**src/pkg/timer_match_irq_params.svh**
```systemverilog
`ifndef TIMER_MATCH_IRQ_PARAMS_SVH
`define TIMER_MATCH_IRQ_PARAMS_SVH

// ==========================================================
// Sizes and reset values
`define NUM_TIMERS 4
`define PC_WIDTH 13
`define STACK_DEPTH 8
`define STACK_PTR_WIDTH 4
`define GROUP_VECTOR 13'h0010
`define FLAG_RESET 1'b0
`define ENABLE_RESET 1'b0

`endif

```
**src/pkg/timer_match_irq_pkg.sv**
```systemverilog
`include "timer_match_irq_params.svh"

package timer_match_irq_pkg;

  // ==========================================================
  // Per timer module match enables or events
  typedef struct packed {
    logic match_p;
    logic match_a;
  } match_pair_s;

  // ==========================================================
  // Core instruction-boundary signals
  typedef struct packed {
    logic boundary;
    logic ret_irq;
    logic ret_plain;
  } core_step_s;

  typedef enum logic [1:0] {
    RUNNING,
    LOW_POWER
  } power_state_e;

endpackage

```
**src/timer_match_irq_wakeup.sv**
```systemverilog
`timescale 1ns/100ps
`include "timer_match_irq_params.svh"

// Summary of operation
// - Each timer module has separate A-match and P-match flags with own enables.
// - All timer match requests go through the grouped interrupt, no own vector.
// - A timer request exists whenever either of its match flags is set.
// - Vectoring needs global, timer module and group enables all set.
// - With enables set, stack room and a match, call the group vector.
// - Service clears global enable and group flag, not the timer match flags.
// - In sleep or idle, any flag rising from low to high wakes the device.
// - Wake-up ignores all enable bits.
// - A set match flag stays set until cleared by software; service clears only the group flag.
// - Cleared enables hold off service but keep the request flag.
// - Interrupt entry pushes only the program counter.
// - Return-from-interrupt with a non-empty stack pops address and sets the global enable.
// - Plain return pops address and leaves global enable unchanged.
// - Group flag sets whenever any enabled member timer match flag sets.
module timer_match_irq_wakeup
  import timer_match_irq_pkg::*;
(
  // Clock and synchronous reset
  input wire logic clk_sys,
  input wire logic sys_rst,
  // Timer comparator side, same clock, so no synchroniser
  input wire match_pair_s [`NUM_TIMERS-1:0] match_event,
  input wire match_pair_s [`NUM_TIMERS-1:0] match_enable,
  input wire match_pair_s [`NUM_TIMERS-1:0] match_flag_clear,
  input wire match_pair_s [`NUM_TIMERS-1:0] match_flag_set,
  // Software strobes and levels
  input wire logic global_irq_enable_set,
  input wire logic global_irq_enable_clear,
  input wire logic group_irq_enable,
  input wire logic group_irq_flag_clear,
  input wire logic group_irq_flag_set,
  // Core side: sleep entry, boundaries and pushes
  input wire logic sleep_request,
  input wire core_step_s core_step,
  input wire logic call_push,
  input wire logic [`PC_WIDTH-1:0] current_pc,
  // Request flags and enables back to software
  output match_pair_s [`NUM_TIMERS-1:0] match_flag,
  output logic global_irq_enable,
  output logic group_irq_flag,
  // Vectoring and return path to the core
  output logic stack_full,
  output logic vector_call,
  output logic [`PC_WIDTH-1:0] vector_addr,
  output logic [`PC_WIDTH-1:0] return_addr,
  output logic return_valid,
  // Power state
  output logic low_power,
  output logic wake_up
);

  // ==========================================================
  // Timer match flags, one generate slice per timer module
  // Next flag values, one pair per module
  match_pair_s [`NUM_TIMERS-1:0] next_match_flag;
  // Rise of an enabled flag; feeds the group flag
  logic [`NUM_TIMERS-1:0] member_rise;
  // Enabled and set; a request the core may take
  logic [`NUM_TIMERS-1:0] member_pend;

  // Slices share nothing, so modules never hold each other off
  genvar gi;
  generate
    for (gi = 0; gi < `NUM_TIMERS; gi++) begin : g_timer
      // Set beats clear so a match landing on a clear is kept
      always_comb begin
        next_match_flag[gi] = match_flag[gi];
        // Software clears first so a set below overrides it
        if (match_flag_clear[gi].match_a) begin
          next_match_flag[gi].match_a = 1'b0;
        end
        if (match_flag_clear[gi].match_p) begin
          next_match_flag[gi].match_p = 1'b0;
        end
        // A match or a software preset sets the flag
        if (match_event[gi].match_a || match_flag_set[gi].match_a) begin
          next_match_flag[gi].match_a = 1'b1;
        end
        if (match_event[gi].match_p || match_flag_set[gi].match_p) begin
          next_match_flag[gi].match_p = 1'b1;
        end
      end
      // Rising edge of an enabled member sets the group flag
      assign member_rise[gi] =
        (next_match_flag[gi].match_a & ~match_flag[gi].match_a & match_enable[gi].match_a) |
        (next_match_flag[gi].match_p & ~match_flag[gi].match_p & match_enable[gi].match_p);
      // Pending timer request per module; either flag counts
      assign member_pend[gi] =
        (match_flag[gi].match_a & match_enable[gi].match_a) |
        (match_flag[gi].match_p & match_enable[gi].match_p);
    end
  endgenerate

  // All flags registered together; reset drops every request
  // Enables never touch a flag, so masking keeps requests pending
  always_ff @(posedge clk_sys) begin
    if (sys_rst) begin
      for (int i = 0; i < `NUM_TIMERS; i++) begin
        match_flag[i] <= '{match_p: `FLAG_RESET, match_a: `FLAG_RESET};
      end
    end else begin
      match_flag <= next_match_flag;
    end
  end

  // ==========================================================
  // Return stack holding only the program counter
  // Accumulator and status are left to the handler to save
  logic [`PC_WIDTH-1:0] stack_mem [`STACK_DEPTH];
  // Pointer counts used entries; the top bit only marks full
  logic [`STACK_PTR_WIDTH-1:0] stack_ptr;
  logic [`STACK_PTR_WIDTH-1:0] next_stack_ptr;
  logic [`STACK_PTR_WIDTH-2:0] wr_slot;
  logic [`STACK_PTR_WIDTH-2:0] rd_slot;
  // Push and pop strobes for this cycle
  logic do_push;
  logic do_pop;
  logic ret_step;
  // Only the program counter is ever stored
  logic [`PC_WIDTH-1:0] push_value;
  // Popped address and its one-cycle valid
  logic [`PC_WIDTH-1:0] next_return_addr;
  logic next_return_valid;

  // Full at the last entry; vectors wait until a return frees one
  assign stack_full = (stack_ptr == `STACK_PTR_WIDTH'(`STACK_DEPTH));

  // Write at the pointer, read the entry just below it
  assign wr_slot = stack_ptr[`STACK_PTR_WIDTH-2:0];
  assign rd_slot = wr_slot - (`STACK_PTR_WIDTH-1)'(1);

  // Returns only count on an instruction boundary
  assign ret_step = core_step.boundary && (core_step.ret_irq || core_step.ret_plain);

  // ==========================================================
  // Acceptance: all three enables, room on stack, boundary only
  // Any enabled timer request at all
  logic any_pend;
  logic accept;
  assign any_pend = |member_pend;

  // Group flag alone does not vector; a member must be enabled too
  // A return on the same boundary goes first; the vector waits a step
  // Low power does not gate this; the core decides whether it steps
  assign accept = core_step.boundary && global_irq_enable && group_irq_enable &&
                  group_irq_flag && any_pend && !stack_full &&
                  !core_step.ret_irq && !core_step.ret_plain;

  // Combinational pulse so the core can branch at this boundary
  assign vector_call = accept;
  // One fixed address serves every timer source
  assign vector_addr = `GROUP_VECTOR;

  // ==========================================================
  // Group flag and global enable
  logic next_group_irq_flag;
  logic next_global_irq_enable;

  // Next group flag and global enable
  always_comb begin
    // Group flag: cleared by software or service, set by a member rise
    next_group_irq_flag = group_irq_flag;
    if (group_irq_flag_clear || accept) begin
      next_group_irq_flag = 1'b0;
    end
    // A rise in the service cycle re-arms the group flag
    if ((|member_rise) || group_irq_flag_set) begin
      next_group_irq_flag = 1'b1;
    end
    // Global enable: set strobe, then clear or service, then return
    next_global_irq_enable = global_irq_enable;
    if (global_irq_enable_set) begin
      next_global_irq_enable = 1'b1;
    end
    if (global_irq_enable_clear || accept) begin
      next_global_irq_enable = 1'b0;
    end
    // Return-from-interrupt with a non-empty stack wins so a handler can re-arm
    if (core_step.boundary && core_step.ret_irq && stack_ptr != '0) begin
      next_global_irq_enable = 1'b1;
    end
    // Plain return leaves the enable as it stands
  end

  // Group flag and global enable registers
  // Reset leaves interrupts globally disabled
  always_ff @(posedge clk_sys) begin
    if (sys_rst) begin
      group_irq_flag <= `FLAG_RESET;
      global_irq_enable <= `ENABLE_RESET;
    end else begin
      group_irq_flag <= next_group_irq_flag;
      global_irq_enable <= next_global_irq_enable;
    end
  end

  // ==========================================================
  // Stack pointer and popped address; a full stack drops further pushes
  always_comb begin
    // A push in the same cycle as a pop wins; that pop is lost
    do_push = accept || (call_push && !stack_full);
    // A pop on an empty stack is ignored and raises no valid
    do_pop = ret_step && (stack_ptr != '0);
    // Address of the interrupted instruction goes on the stack
    push_value = current_pc;
    next_stack_ptr = stack_ptr;
    next_return_addr = return_addr;
    next_return_valid = 1'b0;
    if (do_push) begin
      next_stack_ptr = stack_ptr + `STACK_PTR_WIDTH'(1);
    end else if (do_pop) begin
      next_stack_ptr = stack_ptr - `STACK_PTR_WIDTH'(1);
      next_return_addr = stack_mem[rd_slot];
      next_return_valid = 1'b1;
    end
  end

  // Pointer and popped address registers
  always_ff @(posedge clk_sys) begin
    if (sys_rst) begin
      stack_ptr <= '0;
      return_addr <= '0;
      return_valid <= 1'b0;
    end else begin
      stack_ptr <= next_stack_ptr;
      return_addr <= next_return_addr;
      return_valid <= next_return_valid;
    end
  end

  // Storage needs no reset; only written entries are ever read
  // A full stack never writes, so no slot is overwritten
  always_ff @(posedge clk_sys) begin
    if (do_push) begin
      stack_mem[wr_slot] <= push_value;
    end
  end

  // ==========================================================
  // Low-power state and wake-up on any rising flag, enables ignored
  // Rise of any flag, the group flag included
  logic any_flag_rise;
  power_state_e power_state;
  power_state_e next_power_state;
  logic next_wake_up;

  // Next against current, so a rise counts in the cycle it happens;
  // a flag preset before sleep cannot rise again and stays quiet
  always_comb begin
    any_flag_rise = (!group_irq_flag && next_group_irq_flag);
    for (int i = 0; i < `NUM_TIMERS; i++) begin
      any_flag_rise = any_flag_rise |
        (next_match_flag[i].match_a & ~match_flag[i].match_a) |
        (next_match_flag[i].match_p & ~match_flag[i].match_p);
    end
  end

  // Sleep is left only on a rise; no enable plays a part
  always_comb begin
    next_power_state = power_state;
    next_wake_up = 1'b0;
    case (power_state)
      RUNNING: begin
        // Sleep request is taken in any cycle
        if (sleep_request) begin
          next_power_state = LOW_POWER;
        end
      end
      LOW_POWER: begin
        // Wake pulse lasts one cycle; the state leaves at once
        if (any_flag_rise) begin
          next_power_state = RUNNING;
          next_wake_up = 1'b1;
        end
      end
      default: begin
        // Unused encoding falls back to running
        next_power_state = RUNNING;
      end
    endcase
  end

  // State and one-cycle wake pulse registers
  always_ff @(posedge clk_sys) begin
    if (sys_rst) begin
      power_state <= RUNNING;
      wake_up <= 1'b0;
    end else begin
      power_state <= next_power_state;
      wake_up <= next_wake_up;
    end
  end

  // Straight from the state register, so no decode glitches
  assign low_power = (power_state == LOW_POWER);

endmodule

```
**config.mk**
```make
export PLATFORM = sky130hd
export DESIGN_NAME = timer_match_irq_wakeup
export DESIGN_NICKNAME = d
export VERILOG_FILES = /design/src/pkg/timer_match_irq_pkg.sv /design/src/timer_match_irq_wakeup.sv
export VERILOG_INCLUDE_DIRS = /design/src /design/src/pkg
export SDC_FILE = /design/constraint.sdc
export NUM_CORES = 1
export LEC_CHECK = 0
export BUFFER_PORTS_ARGS = -buffer_cell sky130_fd_sc_hd__buf_2
export CORE_UTILIZATION = 58
export CTS_BUF_LIST = sky130_fd_sc_hd__clkbuf_8
export DETAILED_ROUTE_END_ITERATION = 10
export PLACE_DENSITY = 0.83
export SYNTH_ARGS = -nofsm -noshare
export SYNTH_HDL_FRONTEND = slang
export SYNTH_SLANG_ARGS = --single-unit
```
**constraint.sdc**
```tcl
create_clock -name clk_sys -period 4.8 [get_ports clk_sys]
set_input_delay 0.48 -clock clk_sys [delete_from_list [all_inputs] [get_ports clk_sys]]
set_output_delay 0.48 -clock clk_sys [all_outputs]
set_load 0.05 [all_outputs]
```
After elaboration in Yosys (flattened, before gate mapping) --
Memory sizes are Yosys's and may differ from the RTL's. A register that Yosys moved wholly into a read port is not among the register bits. Cells that the tools add are included.
Operators by class: add/subtract/negate cells 3, equal/unequal tests 4, muxes and demuxes 30, bitwise logic cells 50, reductions and logical operators 40
Operators with widths (number):
- 1-bit 2-to-1 mux | 25
- 1-bit AND | 24
- 1-bit OR | 16
- 1-bit logical AND | 13
- 1-bit logical OR | 13
- 1-bit inverter | 10
- 4-bit 2-to-1 mux | 2
- 4-bit OR reduction | 2
- 4-bit by 1-bit adder with 4-bit output (second input constant) | 1
- 4-bit equality test (second input constant) | 1
- 1-bit zero test | 4
- 2-bit 2-to-1 mux | 2
- 2-bit one-hot mux with 2 select lines | 1
- 2-bit AND reduction | 2
- 4-bit nonzero test | 1
- 2-bit OR reduction | 2
- 4-bit by 1-bit subtractor with 4-bit output (second input constant) | 1
- 3-bit nonzero test | 1
- 3-bit by 1-bit subtractor with 3-bit output (second input constant) | 1
- 2-bit by 1-bit equality test with 1-bit output (second input constant) | 1
- 2-bit zero test | 1
- 2-bit by 1-bit inequality test with 1-bit output (second input constant) | 1
- 2-bit inequality test (second input constant) | 1
- 2-bit nonzero test | 1
Word-level totals: bits in registers 18, RAM bits 104, bits of input ports 57, output and inout port bits 41, word-level logic and storage cells 142, memories kept 1
Memories:
- stack_mem | words 8, width 13, rd ports 1, clocked after memory_dff 1, write ports 1, line timer_match_irq_wakeup.sv:113 | logic [`PC_WIDTH-1:0] stack_mem [`STACK_DEPTH];

Logic depth before layout (Yosys ltp) --
depth after elaboration 21, depth in mapped cells 13, gate-level depth less buffers 11

Worst setup path before layout --
OpenSTA, ideal clock, no wires.
path type register to register, start point reg stack_ptr[0], end point mem stack_mem[0][0] (netlist name) (enable), library setup time 400 ps, arrival time 3901 ps, data required time 4400 ps, slack 500 ps, cell stages (with the launch flop) 10, buffers on the path 2, period minus slack after synthesis 4300 ps, cells stage by stage dfxtp_1 > buf_2 > buf_2 > inv_1 > ha_1 > and3b_2 > nor4_4 > and2_0 > o21ai_0 > nor3_1
On the way: cells in the longest elaborated chain, start to end 8, elaborated cells between the ends (all ways) 9, classes of those cells 1 x eq/ne; 2 x mux; 6 x reduce/logical
RTL lines:
- from (decl) | line timer_match_irq_wakeup.sv:115 | logic [`STACK_PTR_WIDTH-1:0] stack_ptr;
- from (signal assigned) | line timer_match_irq_wakeup.sv:229 | stack_ptr <= next_stack_ptr;
- 4-bit equality test | line timer_match_irq_wakeup.sv:130 | assign stack_full = (stack_ptr == `STACK_PTR_WIDTH'(`STACK_DEPTH));
- net stack_full | line timer_match_irq_wakeup.sv:46 | output logic stack_full,
- 1-bit zero test | line timer_match_irq_wakeup.sv:150 | group_irq_flag && any_pend && !stack_full &&
- 1-bit logical AND (2 in series) | line timer_match_irq_wakeup.sv:150
- 1-bit logical AND | line timer_match_irq_wakeup.sv:151 | !core_step.ret_irq && !core_step.ret_plain;
- net vector_call | line timer_match_irq_wakeup.sv:47 | output logic vector_call,
- 1-bit logical OR | line timer_match_irq_wakeup.sv:205 | do_push = accept || (call_push && !stack_full);
- 1-bit 2-to-1 mux | line timer_match_irq_wakeup.sv:238 | if (do_push) begin
- 1-bit 2-to-1 mux (implied by the code) | line timer_match_irq_wakeup.sv:239 | stack_mem[wr_slot] <= push_value;
- to (decl) | line timer_match_irq_wakeup.sv:113
The timed path passes the listed nets, and every way through them passes these cells.

Final worst setup path --
start point reg stack_ptr[1], end point mem stack_mem[1][2] (netlist name) (enable)
On the way: cells in the longest elaborated chain, start to end 8, elaborated cells between the ends (all ways) 9, classes of those cells 1 x eq/ne; 2 x mux; 6 x reduce/logical
RTL lines (line):
- 4-bit equality test | timer_match_irq_wakeup.sv:130
- 1-bit zero test | timer_match_irq_wakeup.sv:150, timer_match_irq_wakeup.sv:205
- 1-bit logical AND (2 in series) | timer_match_irq_wakeup.sv:150
- 1-bit logical AND | timer_match_irq_wakeup.sv:151
- 1-bit logical OR | timer_match_irq_wakeup.sv:205
- 1-bit 2-to-1 mux | timer_match_irq_wakeup.sv:238
- 1-bit 2-to-1 mux (implied by the code) | timer_match_irq_wakeup.sv:239
Parallel ways exist; a longest one is shown, timed or not.

==> metrics.txt <==
Boundary Pins 98; largest family of logic cells by synthesized area multiplexers; Overall Global Routing Usage 23.2%; Slew headroom 16.2%; Die ar. ~9800 um2; xor/xnor share of the synthesized area 0.483%; Die Y 98.9 um; die width between 90 and 100 um; sequential power share 40.2%; Synth cell types 43; Clock Sinks 134; DRT iter0 DRCs 268; Fin. Hold Viols 0; worst-margin pin slew approximately 1.3 ns; Pleak around 2.4 nW; Post-CTS Resized 0; Clk Tree Root Cell clkbuf_8; cell accounting for the most synthesized area edfxtp_1; drt pass-1 iters 5; share of layout cells above drive strength 1 37.5%; internal power 2.50 mW; GR Util met1 29.7%; CP required 4.84 ns; cts bufs inserted 17; r2r startpoint stack_ptr[1]; clock skew 0.0148 ns; number of synthesized flops with an enable pin ~100; total grt overflow 0; Setup TNS 0 ns; proportion of power drawn by the clock network between 20 and 30%; Setup Fix Bufs, Post-CTS 0; count of pins over their slew limit 0; wire length per cell 19.3 um; CTS tree done; main flop type after synthesis edfxtp_1; vias in the first global route ~3200; Worst-Skew Late Latency 0.43 ns; Synth area leaders edfxtp_1 (57%), dfxtp_1 (11%), mux4_2 (11%); mapped cell area 5450 um2; Worst Path Class, Setup flop to flop; Nets 491; Logic pwr share ~31%; CP Max Fanout 13; Max Freq 0.298 GHz; Synth Area in Simple Gates about 7%; busiest layer in global routing met2; Design Power 3.69 mW; # rows 34; sw power around 1.2 mW; Fill cells 542; minimum clock period after layout roughly 3.4 ns; final setup fails 0; H-tree Lvls 4; DR vias between 3000 and 4000; largest net degree at the start of global routing 34; clk slew on worst S/H paths roughly 0.09 ns; DRT Wirelength 10600 um; proportion of synthesized area in mux cells roughly 14%; area growth from synthesis to layout 18.1%; Placer Congestion 0.787; Core ar. 8890 um2; HP Class primary input to flop; RSZ-0062 raised after global routing no; outcome complete, no violations; Mapped Cells 332; Initial Util 61.2%; antenna violations before repair 0; ant diodes 0; Max Root-Sink Buffers 2; Post-synth top cells edfxtp_1 (104), nor2_1 (37), dfxtp_1 (30), mux4_2 (26); Worst Setup SP stack_ptr[1]; most frequent cell after synthesis edfxtp_1; Compound-Gate Fraction of Synth Area 6.18%; first-pass GRT wire length around 17000 um; met2 Use GR 40.0%; drt via density 5.83; asr flop ratio synth 0%; hpwl dp 6800 um; Max VDD drop between 0.3 and 0.4 mV; cts hold-fix bufs 0; FF/Latch Area 3720 um2; max cap viols 0; switching portion of total power 32.3%; synthesized area per cell 16.4 um2; Crit. End Element flop; Pwr Density 573 nW/um2; grt met3 use 5.11%; Arr. time, crit path 3.39 ns; Yosys reg bits 134; area used by multi-input combinational logic 1600 um2; I/O Buffers 84; Critical Path Source Type flop; Adder-Cell Fraction of Synth Area between 1 and 1.5%; Seq/Total Area, Yosys 68.4%; Synth Warn # 0; post-route clock period utilization 70.0%; DRC Markers 0; Yosys top cell area share between 50% and 60%; HP Start match_flag_clear[3]; Final ANT Viol Nets 0
## sequential cells by signal, summed over array words and instances (netlist names)
register           flops
return_valid           1
match_flag             8
power_state            1
group_irq_flag         1
global_irq_enable      1
stack_ptr              4
stack_mem            104
return_addr           13
wake_up                1
## power groups by stage
stage                     combinational, mW  sequential (mW)  clock (mW)
after global placement                 1.12             1.50           0
after detailed placement               1.15             1.51           0
after floorplan                       0.762             1.61           0
after global routing                   1.23             1.50        1.13
final                                  1.14             1.48        1.07
after CTS                              1.15             1.48        1.08
## critical path, stage by stage (launching register included)
cell     delay [ns]
dfxtp_1        0.53
inv_1          0.11
ha_1           0.22
and3b_2        0.26
nor4_4         0.29
and2_0         0.31
o21ai_0        0.24
nor3_2         1.01
## cell families after synthesis
| family | Yosys count |
|---|---|
| compound gates | 47 |
| xor+xnor | 3 |
| fa+ha+maj | 4 |
| buf+inv | 29 |
| flops | 134 |
| mux | 41 |
| other cells | 2 |
| simple gates | 72 |
## final timing paths
| kind | endpoint | slack, ns | cells past startpoint |
|---|---|---|---|
| setup reg to reg | stack_mem[1][2] | 1.44 | 7 |
| setup / recovery | stack_mem[1][2] | 1.44 | 7 |
| hold reg to reg | return_addr[10] | 0.50 | 2 |
| hold / removal | match_flag[3] | 0.31 | 3 |
## cells in the final DEF (no fill, tap or decap), types with 2 or more instances in the layout
master	Yosys	routed
nor3_2	1	3
mux2i_1	15	15
inv_1	3	4
a211oi_1	15	15
nor2_1	37	37
conb_1	2	13
xor2_1	2	2
nand4_1	2	2
clkinvlp_4	0	2
clkinv_4	0	2
nand2b_1	9	9
buf_4	13	10
nor3b_1	2	2
nand2_1	4	4
nor4_1	5	5
ha_1	3	3
buf_2	5	84
o21ai_0	3	3
bufinv_16	0	5
a21o_1	2	2
mux4_2	26	26
a21oi_1	11	11
clkbuf_8	0	17
inv_6	0	4
dfxtp_1	30	29
edfxtp_1	104	104
a22oi_1	6	6
o21ba_2	5	5
## metal layers
layer / routed length [um] / up-vias
met2: 5590 / 159
met4: 85 / 0
met5: 0 / -
met3: 669 / 8
li1: - / 1479
met1: 4270 / 1565
## per-stage QoR
| step | cell area [um2] | hold slack [ns] | std cells | worst slack [ns] | utilization, % |
|---|---|---|---|---|---|
| 3_3_place_gp | 5970 | 0.486 | 519 | 1.67 | 67.1 |
| 2_1_floorplan | 5490 | 0.579 | 343 | 0.500 | - |
| 3_5_place_dp | 5970 | 0.488 | 519 | 1.49 | 67.1 |
| 5_1_grt | 6430 | 0.305 | 551 | 1.21 | 72.3 |
| 6_report | 6430 | 0.310 | 551 | 1.44 | 72.3 |
| 4_1_cts | 6430 | 0.293 | 551 | 1.45 | 72.3 |
## final cells by class
type | instances | share of cell area (%)
clock inverter | 15 | 3.52
tap | 108 | 2.10
multi-input combinational | 180 | 24.9
clock buffer | 17 | 3.64
inverter | 3 | 0.175
sequential | 134 | 57.9
timing repair buffer | 94 | 7.71
(Power assumes the default switching activity.)
